==> config.mk <==
export PLATFORM = sky130hd
export DESIGN_NAME = giei_instr
export DESIGN_NICKNAME = d
export VERILOG_FILES = /design/src/hw/gie_pkg.sv /design/src/hw/gie_alu_if.sv /design/src/hw/gie_alu.sv /design/src/hw/gie_instr.sv
export SDC_FILE = /design/constraint.sdc
export NUM_CORES = 1
export LEC_CHECK = 0
export ABC_AREA = 0
export BUFFER_PORTS_ARGS = -buffer_cell sky130_fd_sc_hd__buf_4
export CORE_MARGIN = 4
export CORE_UTILIZATION = 33
export CTS_CLUSTER_SIZE = 40
export DETAILED_ROUTE_END_ITERATION = 16
export SKIP_CTS_REPAIR_TIMING = 1
export SLEW_MARGIN = 25
export SYNTH_ARGS = -nofsm -noshare
export SYNTH_HDL_FRONTEND = slang
export SYNTH_HIERARCHICAL = 1
export SYNTH_SLANG_ARGS = --single-unit
==> constraint.sdc <==
create_clock -name core_clk -period 1.38 [get_ports core_clk]
set_clock_uncertainty 0.1 [all_clocks]
set_input_delay 0.069 -clock core_clk [delete_from_list [all_inputs] [get_ports core_clk]]
set_output_delay 0.069 -clock core_clk [all_outputs]
set_load 0.005 [all_outputs]
==> src/hw/gie_pkg.sv <==
package giei_pkg;
  localparam int          SW_W         = 16;
  localparam logic [15:0] IRQ_EN_MASK  = 16'h0008;
  localparam logic [15:0] IRQ_CLR_MASK = 16'hFFF7;
  localparam logic [15:0] STATUS_RST   = 16'h0000;
  localparam int          IRQ_EN_BIT   = 3;
  typedef enum logic [2:0] {
    OP_NONE = 3'h1,
    OP_CLR  = 3'h2,
    OP_SET  = 3'h4
  } giei_op_t;
endpackage : giei_pkg

==> src/hw/gie_alu_if.sv <==
`timescale 1ns/1ps
interface giei_alu_if;
  logic [giei_pkg::SW_W-1:0] status_in;
  logic [giei_pkg::SW_W-1:0] status_out;
  logic                      do_clr;
  logic                      do_set;
  modport core (output status_in, output do_clr, output do_set, input status_out);
  modport alu  (input status_in, input do_clr, input do_set, output status_out);
endinterface : giei_alu_if

==> src/hw/gie_alu.sv <==
`timescale 1ns/1ps
module giei_alu (
  // Link from the decode
  giei_alu_if.alu port_a
);
  always_comb begin
    port_a.status_out = port_a.status_in;
    if (port_a.do_clr) begin
      port_a.status_out = port_a.status_in & giei_pkg::IRQ_CLR_MASK;
    end else if (port_a.do_set) begin
      port_a.status_out = port_a.status_in | giei_pkg::IRQ_EN_MASK;
    end
  end
endmodule : giei_alu

==> src/hw/gie_instr.sv <==
// How it works
// - Disable ANDs the status word with FFF7h and writes it back, clearing the enable bit.
// - Disable leaves the arithmetic flags and the oscillator-off and core-off bits alone.
// - Enable ORs the status word with 0008h and writes it back, setting the enable bit.
// - Enable leaves the arithmetic flags and the oscillator-off and core-off bits alone.
// - Gated interrupt requests are refused while the global enable bit is clear.
// - After enable the next instruction always runs before any interrupt is taken.
//
// Decided for this implementation: the strobed register port.
`timescale 1ns/1ps
module giei_instr (
  // Clock and reset
  input  wire logic                      core_clk,
  input  wire logic                      srst,
  // Instruction stream, one pulse per executed step
  input  wire logic                      instr_done,
  input  wire logic                      disable_irq_instruction,
  input  wire logic                      enable_irq_instruction,
  // Status word write port from the rest of the core
  input  wire logic                      status_wr,
  input  wire logic [giei_pkg::SW_W-1:0] status_wdata,
  // Interrupt side
  input  wire logic                      irq_pending,
  output logic                           irq_accept,
  // Status word view
  output logic [giei_pkg::SW_W-1:0]      status_word,
  output logic                           global_irq_enable
);

  // One status word register and one shadow tracker make up all the state;
  // the decode, the bit unit and the acceptance gate are combinational.
  // Limitation: only whether a request may be taken is decided here; vector,
  // priority and stacking belong to the interrupt controller

  // Interrupt shadow after enable
  typedef enum logic [1:0] {
    SHD_IDLE = 2'h1,
    SHD_HOLD = 2'h2
  } giei_shadow_t;

  // Where the next status word comes from
  typedef enum logic [2:0] {
    SRC_KEEP  = 3'h1,
    SRC_ALU   = 3'h2,
    SRC_WRITE = 3'h4
  } giei_src_t;

  // Link to the bit operation unit
  giei_alu_if                alu_link ();

  // Decode
  giei_pkg::giei_op_t        op;
  giei_src_t                 src;

  // Status word state
  logic [giei_pkg::SW_W-1:0] next_status;

  // Shadow state
  giei_shadow_t              shadow_state;
  giei_shadow_t              next_shadow_state;

  // Shadow controls
  logic                      arm_shadow;
  logic                      release_shadow;

  // Acceptance terms
  logic                      at_boundary;
  logic                      request_live;
  logic                      enable_open;
  logic                      shadow_free;

  // Bit operation unit: clear or set of the enable bit only
  giei_alu u_alu (
    .port_a (alu_link)
  );

  // Instruction decode; disable wins if both strobes ever meet, the safe side
  always_comb begin
    op = giei_pkg::OP_NONE;
    unique case ({disable_irq_instruction, enable_irq_instruction})
      2'h0: begin
        op = giei_pkg::OP_NONE;
      end
      2'h1: begin
        op = giei_pkg::OP_SET;
      end
      2'h2: begin
        op = giei_pkg::OP_CLR;
      end
      2'h3: begin
        op = giei_pkg::OP_CLR;
      end
    endcase
  end

  // The unit sees the registered word and the one operation in flight
  assign alu_link.status_in = status_word;
  assign alu_link.do_clr    = (op == giei_pkg::OP_CLR);
  assign alu_link.do_set    = (op == giei_pkg::OP_SET);

  // Source select; a plain status write in the same cycle loses to the
  // instruction, so the instruction's own result is never overwritten.
  // Each cycle carries at most one of the three sources
  always_comb begin
    src = SRC_KEEP;
    unique case (op)
      giei_pkg::OP_CLR: begin
        src = SRC_ALU;
      end
      giei_pkg::OP_SET: begin
        src = SRC_ALU;
      end
      giei_pkg::OP_NONE: begin
        if (status_wr) begin
          src = SRC_WRITE;
        end else begin
          src = SRC_KEEP;
        end
      end
    endcase
  end

  // Next status word
  always_comb begin
    next_status = status_word;
    unique case (src)
      SRC_KEEP: begin
        next_status = status_word;
      end
      SRC_ALU: begin
        // Only the enable bit is taken from the unit; the rest is held here so
        // the arithmetic and mode bits survive whatever the unit returns
        next_status = (status_word & giei_pkg::IRQ_CLR_MASK)
                      | (alu_link.status_out & giei_pkg::IRQ_EN_MASK);
      end
      SRC_WRITE: begin
        // A general write may move the enable bit too, but opens no shadow
        next_status = status_wdata;
      end
    endcase
  end

  // Status word register; reset clears the enable bit, so nothing is taken
  // before software has run an enable or written the bit through the status port
  always_ff @(posedge core_clk) begin
    if (srst) begin
      status_word <= giei_pkg::STATUS_RST;
    end else begin
      status_word <= next_status;
    end
  end

  // The flag is a plain view of the registered word, so it changes on the same
  // edge as the word, at the end of the instruction's cycle, and not a cycle later
  assign global_irq_enable = status_word[giei_pkg::IRQ_EN_BIT];

  // Shadow controls; arming wins over release in the same cycle
  assign arm_shadow     = (op == giei_pkg::OP_SET);
  assign release_shadow = instr_done;

  // Shadow: armed by enable, released by the boundary of the next
  // instruction; the enable step's own boundary does not release it
  always_comb begin
    next_shadow_state = shadow_state;
    unique case (shadow_state)
      SHD_IDLE: begin
        if (arm_shadow) begin
          next_shadow_state = SHD_HOLD;
        end
      end
      SHD_HOLD: begin
        if (arm_shadow) begin
          next_shadow_state = SHD_HOLD;
        end else if (release_shadow) begin
          next_shadow_state = SHD_IDLE;
        end
      end
      default: begin
        // An upset code falls back to idle rather than locking interrupts out
        next_shadow_state = SHD_IDLE;
      end
    endcase
  end

  // Shadow register
  always_ff @(posedge core_clk) begin
    if (srst) begin
      shadow_state <= SHD_IDLE;
    end else begin
      shadow_state <= next_shadow_state;
    end
  end

  // Acceptance terms; requests are only taken between instructions
  assign at_boundary  = instr_done;
  assign request_live = irq_pending;
  assign enable_open  = global_irq_enable;
  // The enable step itself is blocked as well: the shadow register only
  // holds from the following cycle
  assign shadow_free  = (shadow_state == SHD_IDLE) && !arm_shadow;

  // Disable opens no shadow: a request can still be taken at its own
  // boundary, which is why software keeps one instruction of distance.
  // Kept combinational so the boundary sees the flag with no added cycle,
  // at the cost of a longer path from the pending request
  always_comb begin
    irq_accept = 1'h0;
    if (!at_boundary) begin
      irq_accept = 1'h0;
    end else if (!request_live) begin
      irq_accept = 1'h0;
    end else if (!enable_open) begin
      irq_accept = 1'h0;
    end else if (!shadow_free) begin
      irq_accept = 1'h0;
    end else begin
      irq_accept = 1'h1;
    end
  end

endmodule : giei_instr

==> summary.md, run 1 <==
| Metric | Value |
|---|---|
| Worst hold path type | `primary input to register` |
| Internal power | `823 uW` |
| Power per standard cell area | `863 nW/um^2` |
| R2r startpoint | `shadow_state[1]$_SDFFE_PP0P_` |
| Setup slack of the most critical reg-to-reg path | `0.13 ns` |
| Maximum number of pins on one net before global-route repair | `19` |
| Wire length of the first global-routing pass | `approximately 2700 microns` |
| Clk network pwr share | `0.302` |
| Overall fraction of global-route tracks in use | `0.126` |
| CP max-delay cell | `sky130_fd_sc_hd__dfxtp_2` |
| Count of warnings emitted by yosys | `6` |
| Gate power share | `0.181` |
| Cell-by-cell trace of the critical path | `inv_2 -> ha_4 -> nand4_1 -> nor2_1 -> buf_4` |
| Effective utilization at floorplan | `0.358` |
| CP Capture Type | `primary output` |
| Worst Setup Slack, final | `0.0677 ns` |
| Root buffer selected by CTS | `sky130_fd_sc_hd__clkbuf_4` |
| Total of buffers placed on input and output ports | `40` |
| Data arrival at the endpoint of the critical path | `1.14 ns` |
| Sequential group share of total power | `0.517` |
| Layout cell share with drive strength beyond 1 | `0.354` |
| Floorplan die width | `55.1 microns` |
| Antenna violations before repair | `0` |
| Aggregate negative setup slack | `0 ns` |
| Total number of clock tree sinks | `18` |
| Final Wtd Congestion | `0.681` |
| Leak pwr | `0.000552 uW` |
| Detail-routed net length per standard cell | `between 10 and 15 microns` |
| Measured slew at the worst slew-check pin | `0.513 ns` |
| Number of filler cells placed in the layout | `192` |
| Type of the worst setup path | `register to primary output` |
| Worst r2r dst | `shadow_state[1]$_SDFFE_PP0P_` |
| Sequential standard cell area | `363 sq um` |
| Hold endpoint | `status_word[3]$_SDFFE_PP0P_` |
| Clk buf depth | `2` |
| Category of cells accounting for the largest share of critical-path delay | `flip-flops` |
| Number of DRC violations after detailed routing | `0` |
| Number of maximum-capacitance violations | `0` |
| H-tree depth reported by CTS | `1` |
| Cell count after synthesis | `90` |
| Tcrit/Tclk final | `0.951` |
| Max-slew violations | `0` |
| Insertion delay of the later-clocked pin in the worst-skew pair | `0.29 ns` |
| Number of antenna-violating nets in the routed design | `0` |
| Maximum net fanout on the critical path | `3` |
| Switching power summed over all nets | `251 uW` |
| Area of the core region | `2040 sq um` |
| Worst relative slew slack | `0.658` |
| Sum of overflow across all layers after global routing | `0` |
| Post-Synthesis Cell Area | `732 sq um` |
| Result of the run | `finished, final reports clean` |
| Origin of the worst min-delay path | `enable_irq_instruction` |
| Number of rows created at floorplan | `16` |
| Number of global-route vias before repair | `614` |
| Fraction of power spent switching nets | `0.233` |
| Final Hold Vio Count | `0` |
| Post-DR vias/cell | `4.50` |
| Share of the core filled with cells | `0.610` |
| Aggregate routed wire length | `about 2000 microns` |
| WP data required | `about 1.2 ns` |
| Layout net count | `170` |
| Number of DRC markers in iteration 0 | `5` |
| CTS tree | `done` |
| Cell depth of the worst min-delay path | `4` |
| Height of the die | `about 55 microns` |
| Tightest hold margin | `just over 0.004 ns` |
| Post-route minimum period | `1.31 ns` |
| Element type at the critical path start | `register` |
| HPWL Detailed | `1360 microns` |
| Worst vdd rail ir drop | `a little over 0.0007 V` |
| Mapped Avg Cell Area | `8.13 sq um` |
| Slowest stage delay, CP | `0.35 ns` |
| Die outline area | `3040 sq um` |
| Clock transition at the register clock pins on the worst setup and hold paths after CTS | `0.10 ns` |
| Inserted Diodes | `0` |
| Total of endpoints with negative setup slack in the final report | `0` |
| Number of ports placed on the die boundary | `41` |
| Placement Setup Slack | `0.0707 ns` |
| Unrepaired setup endpoints after global routing | `no` |
| Worst path bufs/invs | `2` |
| Total clock buffers created by CTS | `3` |
| Post-synthesis net count | `115` |
| Layout overhead on the synthesized area | `70.1%` |
| Achievable frequency | `762 MHz` |
| Multi-input combinational cell area | `337 sq um` |
| Detailed-router iteration count before antenna repair | `3` |
| R2R depth | `5` |
| Via Count | `770` |
flip-flops by register name (all words and copies together), names as in the netlist:
register	cells
shadow_state	2
status_word	16
worst reg2reg max path, cell delays in order, from the launching register on:
cell,delay (ns)
sky130_fd_sc_hd__dfxtp_2,0.35
sky130_fd_sc_hd__inv_2,0.06
sky130_fd_sc_hd__ha_4,0.13
sky130_fd_sc_hd__nand2b_1,0.12
sky130_fd_sc_hd__a21oi_1,0.07
sky130_fd_sc_hd__a2111oi_1,0.32
layout make-up:
class                      count  share of cell area
multi-input combinational     63               0.270
inverter                       2             0.00603
clock buffer                   4              0.0291
tap                           27              0.0271
sequential                    18               0.291
timing repair buffer          57               0.376
cell usage in the layout (no fill, tap or decap):
master,n
sky130_fd_sc_hd__dfxtp_2,2
sky130_fd_sc_hd__clkbuf_4,3
sky130_fd_sc_hd__ha_4,1
sky130_fd_sc_hd__a21oi_1,17
sky130_fd_sc_hd__dlygate4sd3_1,16
sky130_fd_sc_hd__inv_1,1
sky130_fd_sc_hd__or3b_1,1
sky130_fd_sc_hd__nor2_1,4
sky130_fd_sc_hd__buf_4,41
sky130_fd_sc_hd__mux2i_1,1
sky130_fd_sc_hd__o21ba_1,1
sky130_fd_sc_hd__nand4_1,1
sky130_fd_sc_hd__ha_1,1
sky130_fd_sc_hd__inv_2,1
sky130_fd_sc_hd__nand2b_1,1
sky130_fd_sc_hd__a2111oi_1,1
sky130_fd_sc_hd__nand2_1,30
sky130_fd_sc_hd__clkbuf_8,1
sky130_fd_sc_hd__nor2b_2,1
sky130_fd_sc_hd__a211oi_1,1
sky130_fd_sc_hd__or3_1,1
sky130_fd_sc_hd__nor3b_2,1
sky130_fd_sc_hd__dfxtp_1,16
worst max-delay path by stage:
stage | from | end | cells after the start
floorplan | shadow_state[1]$_SDFFE_PP0P_ | shadow_state[0]$_SDFFE_PP1P_ | 5
global placement | enable_irq_instruction | status_word[7]$_SDFFE_PP0P_ | 4
detailed placement | shadow_state[1]$_SDFFE_PP0P_ | shadow_state[1]$_SDFFE_PP0P_ | 5
CTS | shadow_state[1]$_SDFFE_PP0P_ | irq_accept | 5
global route | shadow_state[1]$_SDFFE_PP0P_ | irq_accept | 5
finish | shadow_state[1]$_SDFFE_PP0P_ | irq_accept | 5
per-layer routing:
metal	GRT usage	part of all wire
met4	0.0364	0.0050
met3	0.0536	0.049
met5	0	0
met1	0.142	0.41
met2	0.215	0.54
metrics by stage:
| stage | instance area (sq um) | cells | total power [uW] |
|---|---|---|---|
| after floorplan | 732 | 90 | 632 |
| after CTS | 1070 | 155 | 1050 |
| after global routing | 1240 | 171 | 1140 |
| after global placement | 1030 | 151 | 715 |
| after detailed placement | 1030 | 151 | 720 |
| final | 1240 | 171 | 1070 |
power groups by stage:
| stage | clock network [uW] | logic [uW] | registers, uW |
|---|---|---|---|
| finish | 324 | 194 | 556 |
| global route | 362 | 215 | 559 |
| CTS | 337 | 156 | 553 |
| detailed placement | 0 | 155 | 565 |
| global placement | 0 | 151 | 565 |
| floorplan | 0 | 66.8 | 565 |
Note: power is estimated with default switching activity, not from simulation.
==> run 2, diff against run 1 <==
--- a/config.mk
+++ b/config.mk
@@ -9,6 +9,7 @@
 export BUFFER_PORTS_ARGS = -buffer_cell sky130_fd_sc_hd__buf_4
 export CORE_MARGIN = 4
 export CORE_UTILIZATION = 33
+export CTS_BUF_LIST = sky130_fd_sc_hd__clkbuf_4
 export CTS_CLUSTER_SIZE = 40
 export DETAILED_ROUTE_END_ITERATION = 16
 export SKIP_CTS_REPAIR_TIMING = 1
==> run 2 against run 1 <==
  * Flip-flop and latch count unchanged
  * Routed wire length down 0.60%
  * Register-to-register slack about the same
  * Power down 4.8%
  * Clock power down 16%
  * Highest routed layer unchanged
  * Die area unchanged
  * Final cell count unchanged
  * Hold slack worse by 0.0012 ns
  * Utilization down 0.49 points
  * Combinational power about the same
  * Design area down 0.80%
==> summary.md, run 2 (same netlist as run 1, synthesis figures left out) <==
| Metric | Value |
|---|---|
| Sum of overflow across all layers after global routing | `0` |
| Unrepaired setup endpoints after global routing | `no` |
| Power per standard cell area | `828 nW/um^2` |
| Total of buffers placed on input and output ports | `40` |
| Floorplan die width | `55.1 microns` |
| Total number of clock tree sinks | `18` |
| Post-route cell area | `1230 sq um` |
| Commonest non-fill, non-tap cell in the layout | `sky130_fd_sc_hd__buf_4` |
| Maximum net fanout on the critical path | `3` |
| Number of rows created at floorplan | `16` |
| Number of flip-flops under the largest register name | `16` |
| Inserted Diodes | `0` |
| Area of the core region | `between 2000 and 2500 sq um` |
| Clk buf depth | `2` |
| Sequential standard cell area | `363 sq um` |
| Layout cell share with drive strength beyond 1 | `0.347` |
| Detailed-router iteration count before antenna repair | `4` |
| Aggregate routed wire length | `between 1500 and 2000 microns` |
| Largest registers in the final layout | `status_word x16, shadow_state x2` |
| HPWL Detailed | `between 1000 and 1500 microns` |
| Max-slew violations | `0` |
| Number of global-route vias before repair | `614` |
| Achievable frequency | `759 MHz` |
| Number of filler cells placed in the layout | `194` |
| Measured slew at the worst slew-check pin | `0.516 ns` |
| Height of the die | `about 55 microns` |
| Wire length of the first global-routing pass | `2720 microns` |
| Effective utilization at floorplan | `0.358` |
| Result of the run | `finished, final reports clean` |
| Leak pwr | `0.000547 uW` |
| Number of DRC violations after detailed routing | `0` |
| Total placed instance area | `1030 sq um` |
| CP Capture Type | `primary output` |
| Largest reg by FF count | `status_word` |
| Worst relative slew slack | `0.656` |
| Aggregate negative setup slack | `0 ns` |
| Layout overhead on the synthesized area | `68.7%` |
| Tcrit/Tclk final | `0.955` |
| Root buffer selected by CTS | `sky130_fd_sc_hd__clkbuf_4` |
| Clock transition at the register clock pins on the worst setup and hold paths after CTS | `0.11 ns` |
| Antenna violations before repair | `0` |
| Commonest cells after routing, fill and taps aside | `sky130_fd_sc_hd__buf_4, sky130_fd_sc_hd__nand2_1, sky130_fd_sc_hd__a21oi_1` |
| Multi-input combinational cell area | `between 300 and 400 sq um` |
| Post-DR vias/cell | `between 4 and 5` |
| Total clock buffers created by CTS | `3` |
| Worst hold path type | `primary input to register` |
| Total of endpoints with negative setup slack in the final report | `0` |
| H-tree depth reported by CTS | `1` |
| Number of ports placed on the die boundary | `41` |
| CTS tree | `done` |
| Number of maximum-capacitance violations | `0` |
| Die outline area | `3040 sq um` |
| Element type at the critical path start | `register` |
| Insertion delay of the later-clocked pin in the worst-skew pair | `0.29 ns` |
| Layout net count | `170` |
| Overall fraction of global-route tracks in use | `0.126` |
| Maximum number of pins on one net before global-route repair | `19` |
| Post-route minimum period | `1.32 ns` |
| Number of antenna-violating nets in the routed design | `0` |
| Type of the worst setup path | `register to primary output` |
| WP data required | `about 1.2 ns` |
| Data arrival at the endpoint of the critical path | `1.15 ns` |
| Final Wtd Congestion | `0.681` |
| Final Hold Vio Count | `0` |
| Number of DRC markers in iteration 0 | `3` |
| Worst vdd rail ir drop | `0.000694 V` |
| Detail-routed net length per standard cell | `~12 microns` |
| Via Count | `774` |
[run 2: cell count changes in the layout (fill, tap and decap cells not counted), sizes merged]
cell    previous run  this run
clkbuf             4         3
clkinv             0         1
[run 2: routing by layer]
metal  global-route usage  share of wire
met2                0.215           0.54
met1                0.142           0.39
met3               0.0536          0.059
met4               0.0364         0.0045
met5                    0              0
[run 2: final timing paths]
path	start	endpoint	slack, ns	cells after the start
setup / recovery	shadow_state[1]$_SDFFE_PP0P_	irq_accept	0.06	5
hold / removal	enable_irq_instruction	status_word[3]$_SDFFE_PP0P_	0.003	4
setup reg to reg	shadow_state[1]$_SDFFE_PP0P_	shadow_state[1]$_SDFFE_PP0P_	0.13	5
hold reg to reg	status_word[13]$_SDFFE_PP0P_	status_word[13]$_SDFFE_PP0P_	0.36	2
[run 2: metrics by stage]
step           total power, uW   util  cells  setup WS [ns]  hold WS, ns
5_1_grt                   1080  0.605    171        0.00836      0.00200
6_report                  1020  0.605    171         0.0627      0.00281
2_1_floorplan              632      -     90          0.194        0.105
3_3_place_gp               715  0.506    151          0.117        0.217
3_5_place_dp               720  0.506    151         0.0707        0.226
4_1_cts                    989  0.519    155        0.00945      -0.0936
[run 2: area by class of cell]
class / instances / area share
Inverter: 2 / 0.00608
Tap cell: 27 / 0.0274
Clock buffer: 3 / 0.0182
Multi-Input combinational cell: 63 / 0.273
Timing Repair Buffer: 57 / 0.379
Sequential cell: 18 / 0.294
Clock inverter: 1 / 0.00304
[run 2: where the power goes]
group	total, uW	switching [uW]	internal [uW]
Sequential	555	14.1	541
Clock	273	167	105
Combinational	194	72.9	121
[run 2: worst max-delay path, stage by stage, from the launching register on]
cell,delay (ns)
sky130_fd_sc_hd__dfxtp_2,0.35
sky130_fd_sc_hd__inv_2,0.06
sky130_fd_sc_hd__ha_4,0.13
sky130_fd_sc_hd__nand4_1,0.08
sky130_fd_sc_hd__nor2_1,0.12
sky130_fd_sc_hd__buf_4,0.12
